==> config.mk <==
export PLATFORM = sky130hd
export DESIGN_NAME = dbc_top
export DESIGN_NICKNAME = d
export VERILOG_FILES = /design/src/design/dbc_pkg.sv /design/src/design/dbc_top.sv
export VERILOG_INCLUDE_DIRS = /design/src /design/src/design
export SDC_FILE = /design/constraint.sdc
export NUM_CORES = 1
export LEC_CHECK = 0
export BUFFER_PORTS_ARGS = -buffer_cell sky130_fd_sc_hd__buf_4
export CORE_MARGIN = 1.5
export CORE_UTILIZATION = 48
export CTS_CLUSTER_DIAMETER = 150
export DETAILED_ROUTE_END_ITERATION = 10
export HOLD_SLACK_MARGIN = 0.12
export PLACE_DENSITY = 0.76
export SETUP_SLACK_MARGIN = 0.02
export SYNTH_ARGS = -nofsm -noshare
export SYNTH_HDL_FRONTEND = slang
export SYNTH_SLANG_ARGS = --single-unit
==> constraint.sdc <==
create_clock -name clk -period 7.91 [get_ports clk]
set_clock_uncertainty 0.15 [all_clocks]
set_input_delay 1.582 -clock clk [delete_from_list [all_inputs] [get_ports clk]]
set_output_delay 1.582 -clock clk [all_outputs]
set_load 0.02 [all_outputs]
==> src/design/dbc_defs.svh <==
// offsets, field positions, reset values and timing figures for the dual core controller
// assumes a 125 MHz system clock and an 8-bit register port
`ifndef DBC_DEFS_SVH
`define DBC_DEFS_SVH
`define DBC_CLK_MHZ 125
`define DBC_MEAS_US 50
`define DBC_SHORT_US 1000
`define DBC_DLY_STEP_US 500
`define DBC_RAMP_STEP_NS 500
`define DBC_BOOT_CYC 16
`define DBC_CLK_TMO 8'hff
`define DBC_FREQ_MAX 5'h17
`define DBC_A_CORE_BASE 8'h00
`define DBC_A_CONFIG 8'h08
`define DBC_A_PLL 8'h09
`define DBC_A_GOOD 8'h0a
`define DBC_A_MEAS_SEL 8'h0b
`define DBC_A_LOAD_LO 8'h0c
`define DBC_A_LOAD_HI 8'h0d
`define DBC_A_FLAGS 8'h0e
`define DBC_A_MASK 8'h0f
`define DBC_A_STATUS 8'h10
`define DBC_B_ON 0
`define DBC_B_PIN 1
`define DBC_B_FPWM 2
`define DBC_B_PD 0
`define DBC_B_DITH 1
`define DBC_B_PLL 5
`define DBC_F_MEAS 0
`define DBC_F_SYNC 1
`define DBC_F_SHORT 2
`define DBC_F_GOOD 4
`define DBC_RST_CONFIG 8'h01
`define DBC_RST_MASK 8'h00
`endif

==> src/design/dbc_pkg.sv <==
// types shared by the dual core controller
// assumes nothing beyond the defines header
package dbc_pkg;
    typedef logic [7:0] dbc_byte_t;
    typedef enum logic [2:0] {
        DBC_BOOT = 3'b001,
        DBC_STBY = 3'b010,
        DBC_ACT = 3'b100
    } dbc_mode_e;
endpackage : dbc_pkg

==> src/design/dbc_top.sv <==
// control and monitoring logic for two step-down regulator cores
// assumes analog comparators and the sync pin are asynchronous to clk
//
// Chosen here: the address-and-strobe port and the placing of the registers.
`include "dbc_defs.svh"
module dbc_top #(
    parameter int unsigned MEAS_CYC = `DBC_MEAS_US * `DBC_CLK_MHZ,
    parameter int unsigned SHORT_CYC = `DBC_SHORT_US * `DBC_CLK_MHZ,
    parameter int unsigned DLY_STEP_CYC = `DBC_DLY_STEP_US * `DBC_CLK_MHZ
) (
    input wire logic clk,
    input wire logic nrst,
    input wire logic [7:0] addr,
    input wire dbc_pkg::dbc_byte_t wdata,
    input wire logic wr,
    input wire logic rd,
    output dbc_pkg::dbc_byte_t rdata,
    input wire logic enPin,
    input wire logic syncInputPin,
    input wire logic [1:0] coreLoadHigh,
    input wire logic [1:0] coreAboveFloor,
    input wire logic [1:0] coreUnderOk,
    input wire logic [1:0] coreOverOk,
    input wire logic [8:0] measCode,
    output logic [1:0] coreRun,
    output logic [1:0] coreFixedFreq,
    output logic [1:0] coreSoftStart,
    output logic [7:0] coreLevel0,
    output logic [7:0] coreLevel1,
    output logic useExtClock,
    output logic ditherActive,
    output logic pinPulldownOn,
    output logic irqOutN
);
    import dbc_pkg::*;

    localparam int unsigned RAMP_CYC = (`DBC_RAMP_STEP_NS * `DBC_CLK_MHZ) / 1000;

    // --------------------------------------------------------------
    // register state
    // --------------------------------------------------------------
    logic [2:0] coreSetupA [2];
    logic [2:0] coreRampRate [2];
    logic [7:0] coreTargetVoltage [2];
    logic [7:0] coreTiming [2];
    logic [7:0] devConfig;
    logic [5:0] pllSetup;
    logic goodWindowSelect;
    logic [7:0] mask;
    logic [5:0] flags;
    logic [8:0] loadResult;
    dbc_mode_e mode;

    logic [18:0] syncA, syncB;
    logic syncPrev;
    logic [7:0] periodCnt;
    logic extValid;
    logic [7:0] bootCnt;
    logic measBusy, measCore, measDone;
    logic [15:0] measCnt;
    logic [1:0] pinGate, pinPrev, scLatch, goodState, riseSeen, fallSeen;
    logic [19:0] dlyCnt [2];
    logic [19:0] shortCnt [2];
    logic [15:0] rampCnt [2];
    logic [7:0] level [2];
    logic [1:0] demand, ramping, validNow, shortTrip, goodEvt;
    logic syncEvt, pllEn;

    wire coreSel = (addr[7:3] == 5'h00);
    wire flagWr = wr && (addr == `DBC_A_FLAGS);
    assign pllEn = pllSetup[`DBC_B_PLL];

    // --------------------------------------------------------------
    // input synchronisers
    // --------------------------------------------------------------
    // first stage feeds only the second
    always_ff @(posedge clk or negedge nrst) begin
        if (!nrst) begin
            syncA <= 19'h00000;
            syncB <= 19'h00000;
        end else begin
            syncA <= {measCode, coreOverOk, coreUnderOk, coreAboveFloor,
                      coreLoadHigh, syncInputPin, enPin};
            syncB <= syncA;
        end
    end
    wire enS = syncB[0];
    wire clkS = syncB[1];
    wire [1:0] loadS = syncB[3:2];
    wire [1:0] floorS = syncB[5:4];
    wire [1:0] uvS = syncB[7:6];
    wire [1:0] ovS = syncB[9:8];
    wire [8:0] codeS = syncB[18:10];

    // --------------------------------------------------------------
    // register writes
    // --------------------------------------------------------------
    always_ff @(posedge clk or negedge nrst) begin
        if (!nrst) begin
            for (int c = 0; c < 2; c++) begin
                coreSetupA[c] <= 3'h0;
                coreRampRate[c] <= 3'h0;
                coreTargetVoltage[c] <= 8'h00;
                coreTiming[c] <= 8'h00;
            end
            devConfig <= `DBC_RST_CONFIG;
            pllSetup <= 6'h00;
            goodWindowSelect <= 1'b0;
            mask <= `DBC_RST_MASK;
        end else if (wr) begin
            if (coreSel) begin
                unique case (addr[1:0])
                    2'h0: coreSetupA[addr[2]] <= wdata[2:0];
                    2'h1: coreRampRate[addr[2]] <= wdata[2:0];
                    2'h2: coreTargetVoltage[addr[2]] <= wdata; // ramp follows
                    2'h3: coreTiming[addr[2]] <= wdata;
                endcase
            end
            if (addr == `DBC_A_CONFIG) devConfig <= wdata;
            if (addr == `DBC_A_PLL) pllSetup <= wdata[5:0];
            if (addr == `DBC_A_GOOD) goodWindowSelect <= wdata[0];
            if (addr == `DBC_A_MASK) mask <= wdata;
        end
    end

    // read data one cycle after the strobe; unmapped reads zero
    always_ff @(posedge clk or negedge nrst) begin
        if (!nrst) begin
            rdata <= 8'h00;
        end else if (rd) begin
            if (coreSel) begin
                unique case (addr[1:0])
                    2'h0: rdata <= {5'h00, coreSetupA[addr[2]]};
                    2'h1: rdata <= {5'h00, coreRampRate[addr[2]]};
                    2'h2: rdata <= coreTargetVoltage[addr[2]];
                    2'h3: rdata <= coreTiming[addr[2]];
                endcase
            end else begin
                unique case (addr)
                    `DBC_A_CONFIG: rdata <= devConfig;
                    `DBC_A_PLL: rdata <= {2'h0, pllSetup};
                    `DBC_A_GOOD: rdata <= {7'h00, goodWindowSelect};
                    `DBC_A_MEAS_SEL: rdata <= {7'h00, measCore};
                    `DBC_A_LOAD_LO: rdata <= loadResult[7:0];
                    `DBC_A_LOAD_HI: rdata <= {7'h00, loadResult[8]};
                    `DBC_A_FLAGS: rdata <= {2'h0, flags};
                    `DBC_A_MASK: rdata <= mask;
                    `DBC_A_STATUS: rdata <= {(mode == DBC_ACT), ramping, coreRun,
                                             extValid, goodState};
                    default: rdata <= 8'h00;
                endcase
            end
        end else begin
            rdata <= 8'h00;
        end
    end

    // --------------------------------------------------------------
    // load-current measurement
    // --------------------------------------------------------------
    // any select write restarts the sequence on the chosen core
    always_ff @(posedge clk or negedge nrst) begin
        if (!nrst) begin
            measBusy <= 1'b0;
            measCore <= 1'b0;
            measCnt <= 16'h0000;
            measDone <= 1'b0;
            loadResult <= 9'h000;
        end else begin
            measDone <= 1'b0;
            if (wr && addr == `DBC_A_MEAS_SEL) begin
                measBusy <= 1'b1;
                measCore <= wdata[0];
                measCnt <= 16'h0000;
            end else if (measBusy) begin
                measCnt <= measCnt + 16'h0001;
                if (measCnt == 16'(MEAS_CYC - 1)) begin
                    measBusy <= 1'b0;
                    measDone <= 1'b1;
                    loadResult <= codeS; // held until next end
                end
            end
        end
    end

    // --------------------------------------------------------------
    // sync clock detector
    // --------------------------------------------------------------
    wire [5:0] nomMhz = {1'b0, pllSetup[4:0]} + 6'h01;
    wire [17:0] prod = 18'(periodCnt) * 18'(nomMhz); // widen first, the product outgrows 8 bits
    wire periodOk = (pllSetup[4:0] <= `DBC_FREQ_MAX) &&
                    (18'(prod * 18'd9) <= 18'd1250) &&
                    (18'(prod * 18'd11) >= 18'd1250);
    wire clkRise = clkS && !syncPrev;

    // detector idles with the pll bit clear
    always_ff @(posedge clk or negedge nrst) begin
        if (!nrst) begin
            syncPrev <= 1'b0;
            periodCnt <= 8'h00;
            extValid <= 1'b0;
        end else begin
            syncPrev <= clkS;
            if (!pllEn) begin
                periodCnt <= 8'h00;
                extValid <= 1'b0;
            end else if (clkRise) begin
                periodCnt <= 8'h01;
                extValid <= periodOk;
            end else if (periodCnt == `DBC_CLK_TMO) begin
                extValid <= 1'b0; // clock gone
            end else begin
                periodCnt <= periodCnt + 8'h01;
            end
        end
    end

    // --------------------------------------------------------------
    // device mode
    // --------------------------------------------------------------
    always_ff @(posedge clk or negedge nrst) begin
        if (!nrst) begin
            mode <= DBC_BOOT;
            bootCnt <= 8'h00;
        end else begin
            unique case (mode)
                DBC_BOOT: begin
                    bootCnt <= bootCnt + 8'h01;
                    if (bootCnt == 8'(`DBC_BOOT_CYC)) mode <= DBC_STBY;
                end
                DBC_STBY: if (demand != 2'b00) mode <= DBC_ACT;
                DBC_ACT: if (demand == 2'b00) mode <= DBC_STBY;
            endcase
        end
    end
    wire missAtStep = pllEn && !extValid &&
                      ((mode == DBC_BOOT && bootCnt == 8'(`DBC_BOOT_CYC)) ||
                       (mode == DBC_STBY && demand != 2'b00));
    assign syncEvt = missAtStep || (pllEn && (periodOk != extValid) &&
                     (clkRise || periodCnt == `DBC_CLK_TMO));

    // --------------------------------------------------------------
    // enable path: pin delays, register bit acts at once
    // --------------------------------------------------------------
    always_comb begin
        for (int c = 0; c < 2; c++) begin
            demand[c] = coreSetupA[c][`DBC_B_ON] &&
                        (!coreSetupA[c][`DBC_B_PIN] || pinGate[c]);
            validNow[c] = coreRun[c] && uvS[c] &&
                          (!goodWindowSelect || ovS[c]);
            ramping[c] = coreRun[c] && floorS[c] && (level[c] != coreTargetVoltage[c]);
            shortTrip[c] = coreRun[c] && !floorS[c] && shortCnt[c] == 20'(SHORT_CYC - 1);
            goodEvt[c] = validNow[c] != goodState[c];
        end
    end

    // pin edges reload the delay counter, gate flips on expiry
    always_ff @(posedge clk or negedge nrst) begin
        if (!nrst) begin
            pinPrev <= 2'b00;
            pinGate <= 2'b00;
            for (int c = 0; c < 2; c++) dlyCnt[c] <= 20'h00000;
        end else begin
            for (int c = 0; c < 2; c++) begin
                pinPrev[c] <= enS;
                if (enS != pinPrev[c]) begin
                    dlyCnt[c] <= enS ? 20'(coreTiming[c][7:4] * DLY_STEP_CYC)
                                     : 20'(coreTiming[c][3:0] * DLY_STEP_CYC);
                end else if (dlyCnt[c] != 20'h00000) begin
                    dlyCnt[c] <= dlyCnt[c] - 20'h00001;
                end else begin
                    pinGate[c] <= pinPrev[c];
                end
            end
        end
    end

    // --------------------------------------------------------------
    // run, short detection, soft-start and ramp
    // --------------------------------------------------------------
    // a trip holds the core off until software or the pin drops demand
    always_ff @(posedge clk or negedge nrst) begin
        if (!nrst) begin
            coreRun <= 2'b00;
            scLatch <= 2'b00;
            coreSoftStart <= 2'b00;
            for (int c = 0; c < 2; c++) shortCnt[c] <= 20'h00000;
        end else begin
            for (int c = 0; c < 2; c++) begin
                if (!demand[c]) scLatch[c] <= 1'b0;
                else if (shortTrip[c]) scLatch[c] <= 1'b1;
                coreRun[c] <= demand[c] && !scLatch[c] && !shortTrip[c] &&
                              mode != DBC_BOOT;
                coreSoftStart[c] <= demand[c] && !scLatch[c] && !floorS[c];
                if (coreRun[c] && !floorS[c]) shortCnt[c] <= shortCnt[c] + 20'h00001;
                else shortCnt[c] <= 20'h00000;
            end
        end
    end

    // one code per step, step spacing doubles with each rate code
    always_ff @(posedge clk or negedge nrst) begin
        if (!nrst) begin
            for (int c = 0; c < 2; c++) begin
                level[c] <= 8'h00;
                rampCnt[c] <= 16'h0000;
            end
        end else begin
            for (int c = 0; c < 2; c++) begin
                if (!coreRun[c]) begin
                    level[c] <= 8'h00;
                    rampCnt[c] <= 16'h0000;
                end else if (ramping[c]) begin // held during soft-start
                    if (rampCnt[c] >= 16'(RAMP_CYC << coreRampRate[c])) begin
                        rampCnt[c] <= 16'h0000;
                        level[c] <= (level[c] < coreTargetVoltage[c]) ? level[c] + 8'h01
                                                                      : level[c] - 8'h01;
                    end else begin
                        rampCnt[c] <= rampCnt[c] + 16'h0001;
                    end
                end
            end
        end
    end
    assign coreLevel0 = level[0];
    assign coreLevel1 = level[1];

    // --------------------------------------------------------------
    // mode and clock outputs
    // --------------------------------------------------------------
    always_ff @(posedge clk or negedge nrst) begin
        if (!nrst) begin
            coreFixedFreq <= 2'b00;
            useExtClock <= 1'b0;
            ditherActive <= 1'b0;
            pinPulldownOn <= 1'b0;
        end else begin
            for (int c = 0; c < 2; c++) begin
                coreFixedFreq[c] <= coreSetupA[c][`DBC_B_FPWM] || loadS[c]
                                    || (measBusy && measCore == 1'(c))
                                    || ramping[c];
            end
            useExtClock <= pllEn && extValid;
            ditherActive <= devConfig[`DBC_B_DITH] && !pllEn;
            pinPulldownOn <= devConfig[`DBC_B_PD];
        end
    end

    // --------------------------------------------------------------
    // flags, power-good and interrupt line
    // --------------------------------------------------------------
    // set beats a same-cycle write-one clear
    always_ff @(posedge clk or negedge nrst) begin
        if (!nrst) begin
            flags <= 6'h00;
            goodState <= 2'b00;
            riseSeen <= 2'b00;
            fallSeen <= 2'b00;
        end else begin
            goodState <= validNow;
            flags[`DBC_F_MEAS] <= measDone || (flags[`DBC_F_MEAS] && !(flagWr && wdata[`DBC_F_MEAS]));
            flags[`DBC_F_SYNC] <= syncEvt || (flags[`DBC_F_SYNC] && !(flagWr && wdata[`DBC_F_SYNC]));
            for (int c = 0; c < 2; c++) begin
                flags[`DBC_F_SHORT + c] <= shortTrip[c] ||
                    (flags[`DBC_F_SHORT + c] && !(flagWr && wdata[`DBC_F_SHORT + c]));
                flags[`DBC_F_GOOD + c] <= goodEvt[c] ||
                    (flags[`DBC_F_GOOD + c] && !(flagWr && wdata[`DBC_F_GOOD + c]));
                if (goodEvt[c] && validNow[c]) riseSeen[c] <= 1'b1;
                else if (flagWr && wdata[`DBC_F_GOOD + c]) riseSeen[c] <= 1'b0;
                if (goodEvt[c] && !validNow[c]) fallSeen[c] <= 1'b1;
                else if (flagWr && wdata[`DBC_F_GOOD + c]) fallSeen[c] <= 1'b0;
            end
        end
    end

    wire [1:0] goodIrq = {flags[5] && ((riseSeen[1] && !mask[4]) || (fallSeen[1] && !mask[5])),
                          flags[4] && ((riseSeen[0] && !mask[2]) || (fallSeen[0] && !mask[3]))};
    always_ff @(posedge clk or negedge nrst) begin
        if (!nrst) irqOutN <= 1'b1;
        else irqOutN <= !((flags[0] && !mask[0]) || (flags[1] && !mask[1])
                          || flags[2] || flags[3] || goodIrq != 2'b00);
    end

    // --------------------------------------------------------------
    // checks
    // --------------------------------------------------------------
    // busy length for the measurement bound; a restart opens a fresh sequence
    logic [15:0] measLen;
    always_ff @(posedge clk or negedge nrst) begin
        if (!nrst) begin
            measLen <= 16'h0000;
        end else if (!measBusy || (wr && addr == `DBC_A_MEAS_SEL)) begin
            measLen <= 16'h0000;
        end else begin
            measLen <= measLen + 16'h0001;
        end
    end
endmodule : dbc_top

==> results.md, run 1 <==
* Total congestion overflow at 0
* Status: completed
* Syn. warnings at 0
* Clk Latency, worst-skew pair at 0.56 ns
* Vias in the first global route at 16,400
* Vias per cell at 5.71
* Metal2 WL at 23,200 um
* Uppermost layer routed: met5
* Ys async rst share at 1.00
* Pre-Repair DR Iteration Count at 7
* Via count at 16,300
* DR DRC count at 0
* H-Tree Level Count at 2
* Clock power share at 0.402
* Sequential power share at 0.437
* Fillers at 3,763
* HPWL Detailed at 37,100 um
* Synth Area in Compound Gates at 0.129
* Post-CTS Hold Buffers at 0
* Initial core utilization at 0.490
* First-pass GRT wire length at 83,000 um
* Post-layout min period at 7.37 ns
* DRT Wirelength at 50,100 um
* Startpoint Class: flip-flop
* VDD IR max at 0.162 mV
* Clock transition at path regs at 0.07 ns
* Routed length per instance at 17.5 um
* Port Buffer Count at 72
* GR Util All Layers at 0.227
* CP max FO at 8
* Share of cells above drive strength 1 at 0.113
* Num ports at 73
* Die area at 45,400 um^2
* Synthesized cell area at 21,200 um^2
* Worst EP required at 8.19 ns
* Cell variety after synth at 78
* Clk buf depth at 3
* Syn nets at 2,499
* Num CTS Buffers at 36
* Comb pwr share at 0.162
* Clock sinks at 317
* Synth Area in Adders at 0.180
* RePlAce Congestion at 0.882
* Final worst-path cycle share at 0.931
* Post-synthesis mux area share at 0.0536
* Max Slew Vio Count at 0
* Final hold viol count at 0
* Largest family of logic cells by synthesized area: adder cells
* Relative max-transition margin at 0.251
* Syn avg cell area at 9.67 um^2
* Simple-gate share of the synthesized area at 0.157
* Total core area at 43,300 um^2
* # setup viols final at 0
* Ys flop type: dfrtp_1
* Slew @ Worst Pin at 1.11 ns
* Largest net degree at the start of global routing at 143
* Site Rows at 76
* CP Class: flip-flop to flip-flop
* DR WL met3 at 2880 um
* Xor/xnor share of the synthesized area at 0.0603
* Maximum capacitance violations at 0
* CP endpoint kind: flip-flop
* P&R area growth vs syn at 11.3%
* Initial antenna violation count at 1
* Post-synth EDFFs at 0
* Worst Path Arrival at 7.65 ns
* Root buf cell: clkbuf_16
* Final nets at 2,556
* Switching Fraction at 0.283
* Sequential share of the synthesized area at 0.375
* Leak at 0.0113 uW
* Most frequent cells in the layout: dfrtp_1, ha_1, inv_1
* Post-CTS Setup Bufs at 0
* Die Height at 213 um
* Hold Path Class: flip-flop to flip-flop
* RSZ-0062 raised after global routing: no
* Dpl cells at 2,795
* Pwr/cell area at 182 nW/um^2
* Non-Filler Instances at 2,859
* Switching power at 1220 uW
* Drt first-iter violations at 1,150
* Antenna cells at 0
* CTS tree: done
* Internal at 3080 uW
* Seq cells post-synth at 317
* Most common cell after layout, fill and taps aside: dfrtp_1
* WHS at 0.181 ns
* FMAX at 0.136 GHz
* Die width at 213 um
* Final antenna-violating net count at 0
* Mapped Cells at 2,191
* Setup TNS at 0 ns
* Metal-1 WL at 22,400 um
[registers in the layout, indices dropped and copies added, names as in the netlist, 8 cells and up]
register / cells
bootCnt: 8
coreLevel0: 8
coreLevel1: 8
coreTargetVoltage: 16
coreTiming: 16
devConfig: 8
dlyCnt: 40
loadResult: 9
mask: 8
measCnt: 16
periodCnt: 8
rampCnt: 32
rdata: 8
shortCnt: 40
syncA: 19
syncB: 19
[path summary, 6_finish.rpt]
kind	start	to	slack, ns	depth (start not counted)
min in group asynchronous	nrst	dlyCnt[1]$_DFFE_PN0N_	0.91	1
min reg2reg	syncA[6]$_DFF_PN0_	syncB[6]$_DFF_PN0_	0.18	0
max reg2reg	pllSetup[1]$_DFFE_PN0P_	flags[1]$_DFF_PN0_	0.54	27
min	syncA[6]$_DFF_PN0_	syncB[6]$_DFF_PN0_	0.18	0
max in group asynchronous	nrst	syncB[16]$_DFF_PN0_	5.29	2
max	pllSetup[1]$_DFFE_PN0P_	flags[1]$_DFF_PN0_	0.54	27
[per-stage QoR]
stage / total power [uW] / util / worst slack [ns] / area [um^2]
global route: 4510 / 0.545 / 0.0545 / 23600
detailed placement: 2590 / 0.516 / 0.208 / 22300
CTS: 4330 / 0.545 / 0.194 / 23600
finish: 4300 / 0.545 / 0.544 / 23600
global placement: 2550 / 0.516 / 0.523 / 22300
floorplan: 2370 / - / 1.02 / 21200
[cells by family (layout without fill, tap and decap cells)]
| kind of cell | count (synthesis) | count (layout) |
|---|---|---|
| and+or+nand+nor | 681 | 681 |
| muxes | 91 | 91 |
| xor gates and xnor gates | 145 | 145 |
| buffers and inverters | 257 | 340 |
| adders and majority gates | 269 | 269 |
| AOI/OAI and AO/OA | 431 | 431 |
| DFF | 317 | 317 |
[layer usage]
layer | vias to the layer above | GRT usage
li1 | 7772 | -
met1 | 7986 | 0.306
met2 | 437 | 0.369
met3 | 115 | 0.0377
met4 | 2 | 0.0814
met5 | - | 0
[power groups by stage]
stage               combinational [uW]  sequential (uW)  clock, uW
floorplan                          504             1860          0
global placement                   658             1890          0
detailed placement                 689             1900          0
CTS                                695             1870       1760
global route                       791             1890       1830
finish                             695             1880       1730
[critical path, cell delays in order, from the launching register on]
cell       delay, ns
dfrtp_1         0.39
ha_1            0.23
nand3_1         0.13
xnor2_2         0.36
and2_1          0.22
fa_1            0.45
fa_1            0.54
inv_1           0.05
fa_1            0.53
inv_1           0.04
ha_1            0.35
nand2_1         0.10
o21ai_0         0.30
o21a_1          0.16
nor2_1          0.04
xnor2_1         0.12
buf_4           0.17
ha_1            0.29
fa_1            0.46
ha_1            0.36
a21o_1          0.23
a31o_2          0.24
o41ai_2         0.29
o211ai_1        0.16
a2111oi_2       0.44
a311oi_2        0.19
xnor2_1         0.17
o21ai_1         0.07
[what timing repair did]
item,in CTS,in global routing
resized for setup,0,4
setup endpoints to repair,0,2
hold endpoints to repair,0,0
[synthesized netlist by cell type (7+ instances only)]
library cell,instances,share of area
a211oi_1,21,0.0074
a21o_1,30,0.011
a21oi_1,97,0.023
a221oi_1,7,0.0029
a22oi_1,10,0.0035
a31oi_1,17,0.0050
and2_1,35,0.010
and3_1,36,0.011
clkbuf_1,56,0.0099
dfrtp_1,314,0.37
fa_1,59,0.056
ha_1,210,0.12
inv_1,192,0.034
mux2_2,69,0.037
mux2i_1,11,0.0052
mux4_2,11,0.012
nand2_1,175,0.031
nand2b_1,26,0.0077
nand3_1,67,0.016
nand4_1,25,0.0074
nor2_1,176,0.031
nor2b_1,27,0.0080
nor3_1,45,0.011
nor3b_1,7,0.0025
nor4_1,18,0.0053
o211ai_1,13,0.0046
o21a_1,11,0.0039
o21ai_0,128,0.030
o22ai_1,24,0.0071
o31ai_1,16,0.0057
or2_2,7,0.0021
or3_1,11,0.0032
xnor2_1,65,0.027
xor2_1,79,0.033
[layout make-up]
class	count	area [um^2]	area share
Inverter	193	724	0.0307
Sequential cell	317	7940	0.337
Clock buffer	53	1110	0.0470
Multi-Input combinational cell	1617	12300	0.522
Clock inverter	11	129	0.00546
Timing Repair Buffer	83	643	0.0273
Tap cell	585	732	0.0310
Note: power is estimated with default switching activity, not from simulation.
==> run 2, diff against run 1 <==
--- a/config.mk
+++ b/config.mk
@@ -8,11 +8,11 @@
 export LEC_CHECK = 0
 export BUFFER_PORTS_ARGS = -buffer_cell sky130_fd_sc_hd__buf_4
 export CORE_MARGIN = 1.5
-export CORE_UTILIZATION = 48
+export CORE_UTILIZATION = 50
 export CTS_CLUSTER_DIAMETER = 150
 export DETAILED_ROUTE_END_ITERATION = 10
 export HOLD_SLACK_MARGIN = 0.12
-export PLACE_DENSITY = 0.76
+export PLACE_DENSITY = 0.78
 export SETUP_SLACK_MARGIN = 0.02
 export SYNTH_ARGS = -nofsm -noshare
 export SYNTH_HDL_FRONTEND = slang
==> run 2 against run 1 <==
Fmax shrank 0.34%. Combinational power grew 1%. Critical endpoint unchanged. Critical path type unchanged. Via count grew 1.6%. Critical path depth is the same. Clock power is essentially flat. Worst hold slack gained 0.015 ns. Power grew 0.76%. Non-clock buffer count is the same. Highest routed layer unchanged. Global-route usage grew 0.78 points.
==> results.md, run 2 (synthesized netlist as in run 1, its figures left out) <==
* Status: completed
* Drt first-iter violations at 1,218 (+5.9%)
* Via count at 16,600 (+1.6%)
* CP Class: flip-flop to flip-flop
* Vias per cell at 5.89 (+3.2%)
* Total core area at 41,900 um^2 (-3.3%)
* Most common cell after layout, fill and taps aside: dfrtp_1
* Root buf cell: clkbuf_16
* Maximum capacitance violations at 0 (unchanged)
* Initial core utilization at 0.506 (+0.0165)
* Num CTS Buffers at 36 (unchanged)
* Worst Path Arrival at 7.66 ns (about the same)
* CP endpoint kind: flip-flop
* Largest net degree at the start of global routing at 139 (-2.8%)
* DR DRC count at 0 (unchanged)
* Post-CTS Setup Bufs at 0 (unchanged)
* Leak at 0.0113 uW (-0.16%)
* Final worst-path cycle share at 0.934 (+0.00318)
* Routed length per instance at 18.0 um (+2.4%)
* Pwr/cell area at 184 nW/um^2 (+0.90%)
* Initial antenna violation count at 2 (+1)
* Reg2reg start: pllSetup[0]$_DFFE_PN0P_
* FMAX at 0.135 GHz (-0.34%)
* Final nets at 2,556 (unchanged)
* Die width at 209 um (-2.0%)
* Final hold viol count at 0 (unchanged)
* RePlAce Congestion at 0.906 (+2.8%)
* P&R area growth vs syn at 11.2%
* GR Util All Layers at 0.235 (+0.00782)
* Relative max-transition margin at 0.192 (-0.0587)
* Worst EP required at 8.18 ns (about the same)
* VDD IR max at 0.173 mV (+7.0%)
* Final core occ at 0.563 (+0.0176)
* Slew @ Worst Pin at 1.20 ns (+0.0932 ns)
* Placed instance area at 22,300 um^2 (-0.26%)
* Site Rows at 75 (-1.3%)
* CTS tree: done
* RSZ-0062 raised after global routing: no
* Startpoint Class: flip-flop
* Reg2reg setup slack at 0.52 ns (-0.03 ns)
* Final antenna-violating net count at 0 (unchanged)
* Hold_sp: syncA[16]$_DFF_PN0_
* Biggest regs: dlyCnt (40), shortCnt (40), rampCnt (32)
* Num ports at 73 (unchanged)
* Vias in the first global route at 16,900 (+3.1%)
* Die Height at 209 um (-2.0%)
* Hold Path Class: flip-flop to flip-flop
* Setup crit start: pllSetup[0]$_DFFE_PN0P_
* Port Buffer Count at 72 (unchanged)
* HPWL Detailed at 37,200 um (+0.25%)
* Max Slew Vio Count at 0 (unchanged)
* Most frequent cells in the layout: dfrtp_1, ha_1, inv_1
* CP max FO at 12 (+4)
* H-Tree Level Count at 2 (unchanged)
* First-pass GRT wire length at 83,900 um (+1.1%)
* Pre-Repair DR Iteration Count at 6 (-1)
* DRT Wirelength at 50,600 um (+0.89%)
* Clock transition at path regs at 0.06 ns (about the same)
* Post-route cell area at 23,600 um^2 (-0.14%)
* Total congestion overflow at 0 (unchanged)
* Post-layout min period at 7.39 ns (+0.0251 ns)
* Setup TNS at 0 ns (unchanged)
* Clk buf depth at 3 (unchanged)
* Share of cells above drive strength 1 at 0.113 (+0.000340)
* Die area at 43,600 um^2 (-3.9%)
* # setup viols final at 0 (unchanged)
* Clock sinks at 317 (unchanged)
* Clk Latency, worst-skew pair at 0.56 ns (about the same)
[run 2: final timing paths]
| check | endpoint | depth (start not counted) |
|---|---|---|
| max | flags[1]$_DFF_PN0_ | 27 |
| min | syncB[16]$_DFF_PN0_ | 0 |
| max reg2reg | flags[1]$_DFF_PN0_ | 27 |
| min reg2reg | syncB[16]$_DFF_PN0_ | 0 |
| max in group asynchronous | shortCnt[14]$_DFF_PN0_ | 2 |
| min in group asynchronous | dlyCnt[1]$_DFFE_PN0N_ | 1 |
[run 2: critical path, stage by stage (launching register included)]
cell and delay (ns):
dfrtp_2 0.47, ha_1 0.27, nand3_1 0.20, xnor2_4 0.28, and2_1 0.19, fa_1 0.45, fa_1 0.54, inv_1 0.06
fa_1 0.53, inv_1 0.04, ha_1 0.35, nand2_1 0.09, o21ai_1 0.23, o21a_1 0.17, nor2_1 0.05, xnor2_1 0.12
buf_4 0.16, ha_1 0.29, fa_1 0.46, ha_1 0.37, a21o_1 0.23, a31o_2 0.24, o41ai_2 0.30, o211ai_1 0.17
a2111oi_2 0.40, a311oi_2 0.18, xnor2_1 0.17, o21ai_1 0.08
[run 2: report_power, final]
group / switching, uW / total (uW) / internal, uW
Combinational: 399 / 705 / 307
Sequential: 140 / 1880 / 1740
Clock: 711 / 1750 / 1040
Total: 1250 / 4330 / 3080
[run 2: per-layer routing]
layer,GRT usage,vias to the layer above,wire [um]
met5,0,-,17
met4,0.0942,2,1840
met3,0.0413,124,3070
met2,0.389,549,23900
met1,0.306,8146,21800
li1,-,7758,-
[run 2: stage by stage]
step / std cells / hold WS (ns) / worst slack, ns / total power [uW]
floorplan: 2191 / 0.181 / 1.02 / 2370
detailed placement: 2749 / 0.185 / 0.217 / 2600
CTS: 2815 / 0.198 / 0.203 / 4360
finish: 2817 / 0.196 / 0.519 / 4330
global route: 2816 / 0.206 / 0.0148 / 4530
global placement: 2749 / 0.187 / 0.424 / 2550
[run 2: area by class of cell]
type	count	area [um^2]
multi-input combinational	1617	12300
antenna	2	5.00
clock inverter	17	229
fill	3556	18300
sequential	317	7940
timing repair buffer	83	643
inverter	193	724
clock buffer	49	1010
tap	539	674
[run 2: repair_timing]
item,CTS,global route
hold buffers,0,0
hold endpoints to repair,0,0
resized for setup,0,7
endpoints found under the setup margin,0,2
